[src/common/btc_pkg.sv]
// Constants, operation codes and carriers for the bit-test and compare unit.
// Assumes a core that decodes the instruction and supplies operand values.
// Function
// RQ1 - Skip next when selected bit is clear
// RQ2 - Skip next when selected bit is set
// RQ3 - Skip ops one word, flags untouched
// RQ4 - Carry form: bit to carry, then set
// RQ5 - Zero form: bit to zero, then set
// RQ6 - Compare base register with 5-bit literal
// RQ7 - Compare base minus source, flags only
// RQ8 - Compare operand with zero, flags only
// RQ9 - Skip costs two or three cycles
package btc_pkg;
	localparam int BTC_DATA_W = 16;
	localparam int BTC_BIT_W = 4;
	localparam int BTC_LIT_W = 5;
	localparam int BTC_NIB_MSB = 3;
	localparam logic [1:0] BTC_SKIP_ONE_WORD = 2'h1;
	localparam logic [1:0] BTC_SKIP_TWO_WORD = 2'h2;
	localparam logic [15:0] BTC_ZERO_WORD = 16'h0000;

	typedef enum logic [2:0] {
		BTC_OP_NONE = 3'h0,
		BTC_OP_SKIP_CLR = 3'h1,
		BTC_OP_SKIP_SET = 3'h2,
		BTC_OP_TSET_C = 3'h3,
		BTC_OP_TSET_Z = 3'h4,
		BTC_OP_CMP_LIT = 3'h5,
		BTC_OP_CMP_REG = 3'h6,
		BTC_OP_CMP_ZERO = 3'h7
	} btc_op_e;

	// Status flags this unit may touch
	typedef struct packed {
		logic carry;
		logic digit_carry_flag;
		logic negative;
		logic signed_range_exceeded_flag;
		logic zero;
	} btc_flags_s;

	// One issued instruction with its operands
	typedef struct packed {
		btc_op_e op;
		logic [15:0] operand_a;
		logic [15:0] operand_b;
		logic [3:0] bit_sel;
		logic [4:0] literal;
	} btc_req_s;
endpackage : btc_pkg

[src/logic/btc_subtract.sv]
// Flag-only subtractor shared by every compare form.
// Assumes operands are settled within the same cycle.
`timescale 1ns/100ps
`default_nettype none
module btc_subtract
	import btc_pkg::*;
#(
	parameter int WIDTH = BTC_DATA_W
) (
	input wire logic [WIDTH-1:0] i_minuend, // Left operand
	input wire logic [WIDTH-1:0] i_subtrahend, // Right operand
	output btc_flags_s o_flags // Flags as a subtraction sets them
);
	// Elaboration guard: nibble borrow and sign logic need a byte at least
	if (WIDTH < 8) begin : g_width_check
		$error("btc_subtract needs at least 8 bits");
	end

	wire logic [WIDTH:0] diff;
	wire logic [4:0] low_diff;

	// Carry is the inverted borrow, as in a true subtraction [RQ7]
	assign diff = {1'b0, i_minuend} + {1'b0, ~i_subtrahend} + {{WIDTH{1'b0}}, 1'b1};
	assign low_diff = {1'b0, i_minuend[BTC_NIB_MSB:0]} + {1'b0, ~i_subtrahend[BTC_NIB_MSB:0]}
		+ 5'h01;
	assign o_flags.carry = diff[WIDTH];
	assign o_flags.digit_carry_flag = low_diff[4];
	assign o_flags.negative = diff[WIDTH-1];
	assign o_flags.signed_range_exceeded_flag = (i_minuend[WIDTH-1] != i_subtrahend[WIDTH-1])
		&& (diff[WIDTH-1] != i_minuend[WIDTH-1]);
	assign o_flags.zero = (diff[WIDTH-1:0] == '0);
endmodule : btc_subtract
`default_nettype wire

[src/logic/btc_unit.sv]
// Execution unit for bit-test skips, bit-test-then-set and compares.
// Assumes the core holds i_req steady while o_busy is high and
// tells whether the instruction after a skip is one or two words.
`timescale 1ns/100ps
`default_nettype none
module btc_unit
	import btc_pkg::*;
#(
	parameter int WIDTH = BTC_DATA_W
) (
	input wire logic i_core_clk, // Core clock
	input wire logic i_sys_rst, // Async reset, high
	input wire logic i_valid, // Instruction issued this cycle
	input wire btc_req_s i_req, // Operation and operands
	input wire logic i_next_two_word, // Following instruction is two words
	input wire btc_flags_s i_flags, // Current status flags
	output btc_flags_s o_flags, // Updated status flags
	output logic o_flags_we, // Flags write strobe
	output logic [WIDTH-1:0] o_wb_data, // Value written back to source
	output logic o_wb_we, // Write-back strobe
	output logic o_skip, // Skip the next instruction
	output logic o_skip_two, // Skipped instruction is two words
	output logic o_busy, // Extra skip cycles in progress
	output logic o_done // Instruction retired
);
	// Elaboration guard: masks and literal padding assume 16-bit words
	if (WIDTH != BTC_DATA_W) begin : g_width_check
		$error("btc_unit operates on 16-bit words only");
	end

	// Gray along the usual path: run, one skip cycle, maybe a second
	typedef enum logic [1:0] {
		BTC_ST_RUN = 2'b00,
		BTC_ST_SKIP1 = 2'b01,
		BTC_ST_SKIP2 = 2'b11
	} btc_state_e;

	btc_state_e state;
	btc_state_e next_state;

	// Single-bit mask from the 4-bit selector
	function automatic logic [15:0] btc_mask(input logic [3:0] sel);
		btc_mask = 16'h0001 << sel;
	endfunction : btc_mask

	wire logic [15:0] sel_mask;
	wire logic sel_bit;
	wire logic op_skip_clr;
	wire logic op_skip_set;
	wire logic op_tset_c;
	wire logic op_tset_z;
	wire logic op_cmp_lit;
	wire logic op_cmp_zero;
	wire logic is_skip_op;
	wire logic take_skip;
	wire logic [15:0] cmp_right;
	wire logic [15:0] cmp_left;
	wire btc_flags_s sub_flags;
	btc_flags_s next_flags;
	logic next_flags_we;

	// One-hot view of the operation code, so each use reads plainly
	assign op_skip_clr = (i_req.op == BTC_OP_SKIP_CLR);
	assign op_skip_set = (i_req.op == BTC_OP_SKIP_SET);
	assign op_tset_c = (i_req.op == BTC_OP_TSET_C);
	assign op_tset_z = (i_req.op == BTC_OP_TSET_Z);
	assign op_cmp_lit = (i_req.op == BTC_OP_CMP_LIT);
	assign op_cmp_zero = (i_req.op == BTC_OP_CMP_ZERO);

	// Bit selection shared by skip and test-then-set ops
	assign sel_mask = btc_mask(i_req.bit_sel);
	assign sel_bit = |(i_req.operand_a & sel_mask);
	assign is_skip_op = op_skip_clr || op_skip_set;
	assign take_skip = (op_skip_clr && !sel_bit) // [RQ1]
		|| (op_skip_set && sel_bit); // [RQ2]

	// Compare operand steering; literal is zero-extended, never signed [RQ6]
	assign cmp_left = i_req.operand_a;
	assign cmp_right = op_cmp_lit ? {{(BTC_DATA_W - BTC_LIT_W){1'b0}}, i_req.literal} :
		op_cmp_zero ? BTC_ZERO_WORD : i_req.operand_b; // [RQ7] [RQ8]

	btc_subtract #(
		.WIDTH(BTC_DATA_W)
	) u_sub (
		.i_minuend(cmp_left),
		.i_subtrahend(cmp_right),
		.o_flags(sub_flags)
	);

	// Flag merge: only the documented flags move, others pass through
	always_comb begin
		next_flags = i_flags;
		next_flags_we = 1'b0;
		case (i_req.op)
			BTC_OP_TSET_C: begin
				next_flags.carry = sel_bit; // [RQ4]
				next_flags_we = 1'b1;
			end
			BTC_OP_TSET_Z: begin
				next_flags.zero = !sel_bit; // [RQ5]
				next_flags_we = 1'b1;
			end
			BTC_OP_CMP_LIT, BTC_OP_CMP_REG, BTC_OP_CMP_ZERO: begin
				next_flags = sub_flags; // [RQ6] [RQ7] [RQ8]
				next_flags_we = 1'b1;
			end
			default: begin
				next_flags = i_flags; // Skip ops leave flags alone [RQ3]
			end
		endcase
	end

	// Skip sequencing: one cycle, plus one or two for the skipped word(s)
	always_comb begin
		case (state)
			BTC_ST_RUN: begin
				if (i_valid && take_skip) begin
					next_state = BTC_ST_SKIP1; // [RQ3] [RQ9]
				end else begin
					next_state = BTC_ST_RUN;
				end
			end
			BTC_ST_SKIP1: begin
				next_state = o_skip_two ? BTC_ST_SKIP2 : BTC_ST_RUN; // [RQ9]
			end
			BTC_ST_SKIP2: begin
				next_state = BTC_ST_RUN;
			end
			default: begin
				next_state = BTC_ST_RUN;
			end
		endcase
	end

	// Issue handshake: a request is only taken while no skip is in flight
	wire logic accept;
	wire logic is_tset;
	wire logic next_busy;
	wire logic next_flags_strobe;
	wire logic next_wb_strobe;
	wire logic [15:0] next_wb_data;
	wire logic next_skip;
	wire logic next_skip_two;
	wire logic skip_tail_done;
	wire logic next_done;

	// Refused requests get no indication; the core must watch o_busy
	assign accept = i_valid && (state == BTC_ST_RUN);
	assign next_busy = (next_state != BTC_ST_RUN); // [RQ9]

	// Both bit-test-then-set forms write the operand back
	assign is_tset = op_tset_c || op_tset_z;

	// Strobes fire only for a taken request, never for a refused one
	assign next_flags_strobe = accept && next_flags_we; // [RQ3]
	assign next_wb_strobe = accept && is_tset; // [RQ4] [RQ5]

	// Old bit feeds the flag while the written word has it set
	assign next_wb_data = i_req.operand_a | sel_mask; // [RQ4] [RQ5]

	// Skip report; the size of the skipped word is kept with it
	assign next_skip = accept && is_skip_op && take_skip; // [RQ1] [RQ2]
	assign next_skip_two = take_skip && i_next_two_word; // [RQ9]

	// Retire at once for a plain op, or on the last skip cycle
	assign skip_tail_done = ((state == BTC_ST_SKIP1) && !o_skip_two)
		|| (state == BTC_ST_SKIP2); // [RQ9]
	assign next_done = (accept && !take_skip && (i_req.op != BTC_OP_NONE))
		|| skip_tail_done; // [RQ3]

	// Sequencer state and busy level
	always_ff @(posedge i_core_clk or posedge i_sys_rst) begin
		if (i_sys_rst) begin
			state <= BTC_ST_RUN;
			o_busy <= 1'b0;
		end else begin
			state <= next_state;
			o_busy <= next_busy;
		end
	end

	// Flags held between instructions, so a stale request cannot move them
	always_ff @(posedge i_core_clk or posedge i_sys_rst) begin
		if (i_sys_rst) begin
			o_flags <= '0;
			o_flags_we <= 1'b0;
		end else begin
			o_flags_we <= next_flags_strobe;
			if (accept) begin
				o_flags <= next_flags;
			end
		end
	end

	// Write-back port, same holding rule as the flags
	always_ff @(posedge i_core_clk or posedge i_sys_rst) begin
		if (i_sys_rst) begin
			o_wb_data <= '0;
			o_wb_we <= 1'b0;
		end else begin
			o_wb_we <= next_wb_strobe;
			if (accept) begin
				o_wb_data <= next_wb_data;
			end
		end
	end

	// Skip report and retirement; skip size latched at issue
	always_ff @(posedge i_core_clk or posedge i_sys_rst) begin
		if (i_sys_rst) begin
			o_skip <= 1'b0;
			o_skip_two <= 1'b0;
			o_done <= 1'b0;
		end else begin
			o_skip <= next_skip;
			o_done <= next_done;
			if (accept) begin
				o_skip_two <= next_skip_two;
			end
		end
	end
endmodule : btc_unit
`default_nettype wire

[config.mk]
export PLATFORM = sky130hd
export DESIGN_NAME = btc_unit
export DESIGN_NICKNAME = d
export VERILOG_FILES = /design/src/common/btc_pkg.sv /design/src/logic/btc_subtract.sv /design/src/logic/btc_unit.sv
export SDC_FILE = /design/constraint.sdc
export NUM_CORES = 1
export LEC_CHECK = 0
export BUFFER_PORTS_ARGS = -buffer_cell sky130_fd_sc_hd__buf_2
export CAP_MARGIN = 10
export CORE_MARGIN = 4
export CORE_UTILIZATION = 53
export CTS_CLUSTER_SIZE = 30
export DETAILED_ROUTE_END_ITERATION = 12
export GPL_TIMING_DRIVEN = 0
export HOLD_SLACK_MARGIN = 0.12
export PLACE_DENSITY = 0.85
export SLEW_MARGIN = 20
export SYNTH_ARGS = -nofsm -noshare
export SYNTH_HDL_FRONTEND = slang
export SYNTH_HIERARCHICAL = 1
export SYNTH_SLANG_ARGS = --single-unit
export TNS_END_PERCENT = 10
[constraint.sdc]
create_clock -name i_core_clk -period 1.9 [get_ports i_core_clk]
set_input_delay 0.19 -clock i_core_clk [delete_from_list [all_inputs] [get_ports i_core_clk]]
set_output_delay 0.19 -clock i_core_clk [all_outputs]
set_load 0.02 [all_outputs]
==> results.py, run 1 <==
metrics = {
    "run_status": {
        "status": "finished with violations",
        "violations": "negative setup slack",
    },
    "power": {
        "ir_worst_vdd_mv": 0.2883,
        "p_int_uw": 1414,
        "p_switching_uw": 926.6,
        "p_seq_frac": 0.307,
        "pwr-share-comb": 0.480,
        "p_clk_frac": 0.213,
        "cellLeakagePower_uw": 0.001750,
        "powerDensity_mw_per_mm2": 617.9,
        "netSwitchingFraction": 0.3959,
    },
    "global_routing": {
        "grt_max_degree": 30,
        "top_usage_layer": "met2",
        "met1_usage": 0.3072,
        "grt_pass1_vias": 2928,
        "met3_usage": 0.03326,
        "grt_pass1_wl_um": 13310,
        "grt_use_total": 0.2585,
        "antenna_found_initial": 0,
        "grt-ovfl-total": 0,
        "gr-usage-met2": 0.4713,
    },
    "synthesis": {
        "syn_area_mm2": 0.002814,
        "avgSynthCellArea_um2": 7.731,
        "synthDistinctLibCells": 70,
        "ys_ff_latch": 29,
        "ys_seq_area_frac": 0.2579,
        "synth-edff-count": 0,
        "synthArstFlopShare": 1.000,
        "postSynthCellCount": 364,
        "synth_nets": 434,
        "synthFlopType": "dfrtp_1",
        "yosysWarnings": 6,
    },
    "critical_path": {
        "crit_path_max_fanout": 14,
        "crit_chain": "buf_8 > nand2b_4 > o21ai_4 > inv_2 > ha_4 > nor2b_4 > o31a_1 > buf_6 > or3_4 > a31oi_4 > nor2_2 > nor4_2 > a21oi_2 > nor4_2 > a221oi_1 > a21oi_1",
        "cp-end-kind": "flop",
        "crit_path_frequent_cell": "nor4_2",
        "crit_slowest_cell": "or3_4",
        "r2r_start": "state[0]",
        "reg2reg_to": "o_skip_two",
        "critical_path_arrival_ns": 3.04,
        "critPathLaunchType": "primary input",
        "critPathLaunch": "i_req[42]",
        "cpPeakStageDelay_ns": 0.38,
        "r2r_slack_ns": 0.28,
        "rr_worst_depth": 6,
        "worst_ep_required_time_ns": 2.10,
        "worst-setup-path-type": "in -> reg",
    },
    "floorplanning": {
        "rows": 26,
        "die_x_um": 80.87,
        "die_y_um": 80.87,
        "ios": 80,
        "fp.dieArea_mm2": 0.006539,
        "start_util": 0.5475,
        "core_region_area_mm2": 0.005140,
    },
    "timing": {
        "fin_worst_skew_ns": 0.002324,
        "rsz0062_at_grt": "yes",
        "worst_slew_pin_slew_ns": 0.5638,
        "period_minus_slack_ns": 2.836,
        "max_freq_mhz": 352.6,
        "hold_viol": 0,
        "max_slew_margin": 0.6144,
        "setup-violations-final": 4,
        "whs_ns": 0.1700,
        "period_share": 1.493,
        "drv_slew": 0,
        "setup_ws_ns": -0.9363,
    },
    "detailed_routing": {
        "wl_per_cell_um": 17.33,
        "viasPerCell": 6.086,
        "wl_um": 9256,
        "post-route-drc-count": 0,
        "drt_iter0_drc": 295,
        "dr.pass1.iters": 5,
        "vias": 3250,
        "antenna_left": 0,
    },
    "hold_path": {
        "min-delay-path-class": "in -> reg",
        "hold_end": "o_flags[3]",
        "hp-start": "i_flags[3]",
        "whs_path_depth": 3,
    },
    "place": {
        "place_area_mm2": 0.003344,
        "port-buffer-count": 77,
        "dp_hpwl_um": 6602,
        "dp_cells": 511,
        "place.gp.congestion": 0.9515,
    },
    "clock_network": {
        "cts_tree": "done",
        "cts.sink_count": 29,
        "root_buffer": "clkbuf_8",
        "clk_pin_slew_worst_paths_ns": 0.06,
        "cts_buffer_depth": 2,
        "cts_inserted_buffers": 5,
        "insertion_delay_ns": 0.28,
        "htree_levels": 2,
    },
    "final_layout": {
        "fin_cells": 534,
        "fill_cells": 407,
        "finalInstanceArea_mm2": 0.003787,
        "final_cell_mix": "buf_2, nand2_1, dfrtp_1",
        "drive_gt1_frac": 0.3470,
        "area_growth_pct": 34.59,
        "layout_commonest_cell": "buf_2",
        "antennaDiodeCount": 0,
        "layout.nets": 533,
    },
    "flow_run": {
        "cap_violations": 0,
    },
}
## cell families (layout without fill, tap and decap cells)
kind of cell | count (synthesis) | count (layout) | share of synthesized area
flip-flops | 29 | 29 | 0.2579
adder cells (fa/ha/maj) | 17 | 17 | 0.07826
buffers and inverters | 46 | 146 | 0.07203
AO/OA/AOI/OAI | 118 | 118 | 0.2859
multiplexers | 10 | 10 | 0.03913
XOR/XNOR | 2 | 2 | 0.006226
AND/OR/NAND/NOR | 142 | 142 | 0.2606
## flip-flops by register name, indices dropped and copies added (netlist names)
register / count
o_skip_two: 1
o_wb_we: 1
o_done: 1
o_flags: 5
state: 2
o_busy: 1
o_skip: 1
o_flags_we: 1
o_wb_data: 16
## worst max path at each step
stage	depth (start not counted)	endpoint
floorplan	17	o_flags[0]
finish	16	o_flags[0]
CTS	16	o_flags[0]
global route	17	o_flags[0]
detailed placement	16	o_flags[0]
global placement	16	o_flags[0]
## synthesized netlist by cell type, types with 2 or more instances
| cell | instances | area (um2) |
|---|---|---|
| and2_1 | 12 | 75.07 |
| clkbuf_1 | 10 | 37.54 |
| and2b_1 | 3 | 22.52 |
| buf_6 | 3 | 33.78 |
| a31oi_1 | 11 | 68.82 |
| a21o_1 | 3 | 22.52 |
| or3_1 | 3 | 18.77 |
| o21ai_2 | 2 | 17.52 |
| ha_1 | 16 | 200.2 |
| mux2i_1 | 5 | 50.05 |
| nand4_1 | 4 | 25.02 |
| o31a_1 | 2 | 17.52 |
| nor4_1 | 3 | 18.77 |
| o2111ai_1 | 2 | 17.52 |
| nand3_1 | 6 | 30.03 |
| nand2b_1 | 11 | 68.82 |
| a221oi_1 | 3 | 26.28 |
| mux2_2 | 3 | 33.78 |
| nand2_1 | 46 | 172.7 |
| buf_2 | 3 | 15.01 |
| or2_2 | 2 | 12.51 |
| o21bai_1 | 2 | 15.01 |
| a21oi_2 | 3 | 26.28 |
| nor2b_1 | 8 | 50.05 |
| o21a_1 | 3 | 22.52 |
| a211oi_1 | 2 | 15.01 |
| nor2_1 | 26 | 97.59 |
| nor3_1 | 4 | 20.02 |
| o31ai_1 | 3 | 22.52 |
| a221o_1 | 2 | 20.02 |
| o21ai_0 | 29 | 145.1 |
| nand3b_1 | 6 | 45.04 |
| a21oi_1 | 29 | 145.1 |
| dfrtp_1 | 29 | 725.7 |
| inv_1 | 28 | 105.1 |
| o21ai_1 | 3 | 15.01 |
## routing by layer
layer | wire, um | part of all wire
met1 | 3492 | 0.38
met4 | 320 | 0.035
met2 | 4655 | 0.50
met3 | 787 | 0.085
met5 | 0 | 0
## worst max-delay path: cells and delay by family
family                   cells  cell delay, ns
AO/OA/AOI/OAI                6            1.03
AND/OR/NAND/NOR              6            1.31
buffers and inverters        3            0.32
adder cells (fa/ha/maj)      1            0.21
## power groups by stage
stage          registers, uW  clock network, uW  logic [uW]
3_5_place_dp             730                  0         938
3_3_place_gp             727                  0         914
2_1_floorplan            818                  0         573
6_report                 719                498        1120
4_1_cts                  718                505         982
5_1_grt                  726                535        1210
## what timing repair did
action | in CTS | in global routing
resized for setup | 17 | 34
gates cloned | 1 | 1
hold buffers | 0 | 1
setup endpoints to repair | 5 | 5
setup buffers | 4 | 11
pin swaps | 14 | 15
endpoints found under the hold margin | 0 | 29
## area by class of cell
class	count	area, um2	area share
multi-input cells	289	2077	0.5484
flip-flops and latches	29	725.7	0.1916
repair buffers	95	580.6	0.1533
plain buffers	15	125.1	0.03304
inverters	28	105.1	0.02775
well taps	70	87.58	0.02313
clock buffers	5	68.82	0.01817
clock inverters	3	17.52	0.004625
## stage by stage
| stage | worst slack [ns] | TNS [ns] | total power (uW) | util |
|---|---|---|---|---|
| after floorplan | -0.9757 | -3.261 | 1390 | - |
| after global placement | -1.497 | -5.523 | 1641 | 0.6507 |
| after detailed placement | -1.521 | -5.728 | 1668 | 0.6507 |
| after CTS | -1.052 | -3.381 | 2205 | 0.6874 |
| after global routing | -1.040 | -3.605 | 2468 | 0.7369 |
| final | -0.9363 | -3.177 | 2340 | 0.7369 |
No activity file was read; power rests on OpenSTA's default activity.
==> run 2: changes to the inputs <==
- SKIP_LAST_GASP: default -> 1
==> results.py, run 2 (same netlist as run 1, synthesis figures left out) <==
metrics = {
    "run_status": {
        "status": "finished with violations",
        "violations": "negative setup slack",
    },
    "global_routing": {
        "grt_pass1_vias": 2897,
        "antenna_found_initial": 0,
        "grt_pass1_wl_um": 13260,
        "grt_max_degree": 30,
        "grt-ovfl-total": 0,
        "grt_use_total": 0.2575,
    },
    "final_layout": {
        "layout_commonest_cell": "buf_2",
        "fill_cells": 421,
        "antennaDiodeCount": 0,
        "area_growth_pct": 31.04,
        "layout.nets": 529,
        "regMostFlops": "o_wb_data",
        "final_util": 0.7174,
        "fin_cells": 530,
        "biggestRegsByFlops": "o_wb_data: 16 flops, o_flags: 5 flops, state: 2 flops",
        "final_cell_mix": "buf_2, nand2_1, dfrtp_1",
        "largest_register_ffs": 16,
        "drive_gt1_frac": 0.3283,
    },
    "timing": {
        "setup-violations-final": 4,
        "max_slew_margin": 0.6068,
        "period_share": 1.535,
        "period_minus_slack_ns": 2.916,
        "max_freq_mhz": 342.9,
        "drv_slew": 0,
        "hold_viol": 0,
        "setup_ws_ns": -1.016,
        "rsz0062_at_grt": "yes",
        "worst_slew_pin_slew_ns": 0.5890,
        "fin_worst_skew_ns": 0.005478,
    },
    "critical_path": {
        "worst-setup-path-type": "in -> reg",
        "critPathLaunchType": "primary input",
        "cp-end-kind": "flop",
        "worst_ep_required_time_ns": 2.11,
        "crit_path_max_fanout": 5,
        "critical_path_arrival_ns": 3.13,
    },
    "clock_network": {
        "cts_inserted_buffers": 5,
        "cts_tree": "done",
        "htree_levels": 2,
        "clk_pin_slew_worst_paths_ns": 0.07,
        "insertion_delay_ns": 0.28,
        "cts_buffer_depth": 2,
        "cts.sink_count": 29,
        "root_buffer": "clkbuf_8",
    },
    "power": {
        "p_switching_uw": 905.9,
        "p_clk_frac": 0.217,
        "pwr-share-comb": 0.469,
        "p_seq_frac": 0.314,
        "p_int_uw": 1386,
        "powerDensity_mw_per_mm2": 621.6,
        "cellLeakagePower_uw": 0.001711,
        "netSwitchingFraction": 0.3952,
        "ir_worst_vdd_mv": 0.2800,
    },
    "floorplanning": {
        "ios": 80,
        "start_util": 0.5475,
        "rows": 26,
        "core_region_area_mm2": 0.005140,
        "die_y_um": 80.87,
        "die_x_um": 80.87,
        "fp.dieArea_mm2": 0.006539,
    },
    "place": {
        "dp_hpwl_um": 6602,
        "dp_cells": 511,
        "port-buffer-count": 77,
        "place.gp.congestion": 0.9515,
    },
    "detailed_routing": {
        "wl_per_cell_um": 16.87,
        "antenna_left": 0,
        "viasPerCell": 6.011,
        "post-route-drc-count": 0,
        "wl_um": 8939,
        "dr.pass1.iters": 5,
        "drt_iter0_drc": 235,
        "vias": 3186,
    },
    "hold_path": {
        "min-delay-path-class": "in -> reg",
    },
    "flow_run": {
        "cap_violations": 0,
    },
}
run 2: changes by cell type in the layout (fill, tap and decap cells not counted), sizes merged:
cell / delta
buf: -3
clkbuf: -1
run 2: path summary, 6_finish.rpt:
kind | to | cells past startpoint | start | slack, ns
max | o_flags[0] | 16 | i_req[43] | -1.02
max in group asynchronous | o_wb_data[11] | 3 | i_sys_rst | 0.99
max reg2reg | o_skip_two | 6 | state[0] | 0.26
min | o_flags[1] | 3 | i_flags[1] | 0.17
min reg2reg | o_wb_data[3] | 2 | o_wb_data[3] | 0.47
min in group asynchronous | state[0] | 3 | i_sys_rst | 0.52
run 2: area by class of cell:
class,count,area (um2),area share
clock buffer,5,68.82,0.01866
timing repair buffer,91,519.2,0.1408
clock inverter,3,17.52,0.004751
multi-input combinational,289,2042,0.5538
inverter,28,105.1,0.02850
sequential,29,725.7,0.1968
buffer,15,121.4,0.03291
tap,70,87.58,0.02375
run 2: worst max-delay path, cell delays in order:
cell and delay, ns:
buf_12 0.11, nand2_8 0.09, buf_8 0.12, buf_6 0.10
o21ai_4 0.06, buf_4 0.13, fa_2 0.54, nand2_2 0.06
a221oi_2 0.18, nand4_1 0.15, nor4_2 0.28, o2111ai_1 0.17
a2111o_1 0.38, nor4_2 0.27, a221oi_1 0.12, a21oi_1 0.16
run 2: metal layers:
layer	track usage	vias to the layer above	share of wire
met1	0.3079	1487	0.39
met4	0.09628	0	0.037
met2	0.4672	168	0.50
met3	0.03326	32	0.073
met5	0	-	0
li1	-	1499	-
run 2: what timing repair did:
item	in CTS	in global routing
hold buffers	0	1
buffers inserted	4	7
setup endpoints to repair	5	5
hold endpoints to repair	0	29
pin swaps	12	16
cloned	1	1
gates resized for setup	16	26
run 2: through the flow:
stage	hold WS (ns)	power, uW	cell area (um2)	worst slack [ns]	TNS [ns]
6_report	0.1686	2292	3687	-1.016	-3.347
2_1_floorplan	0.2681	1390	2872	-0.9757	-3.261
3_3_place_gp	0.4516	1641	3344	-1.497	-5.523
3_5_place_dp	0.4647	1668	3344	-1.521	-5.728
4_1_cts	0.1690	2204	3531	-1.052	-3.473
5_1_grt	0.1736	2420	3687	-1.167	-3.837
run 2: power by group through the flow:
stage                     combinational, uW  clock, uW  sequential [uW]
final                                  1070        498              719
after global routing                   1160        537              726
after CTS                               981        505              718
after detailed placement                938          0              730
after global placement                  914          0              727
after floorplan                         573          0              818
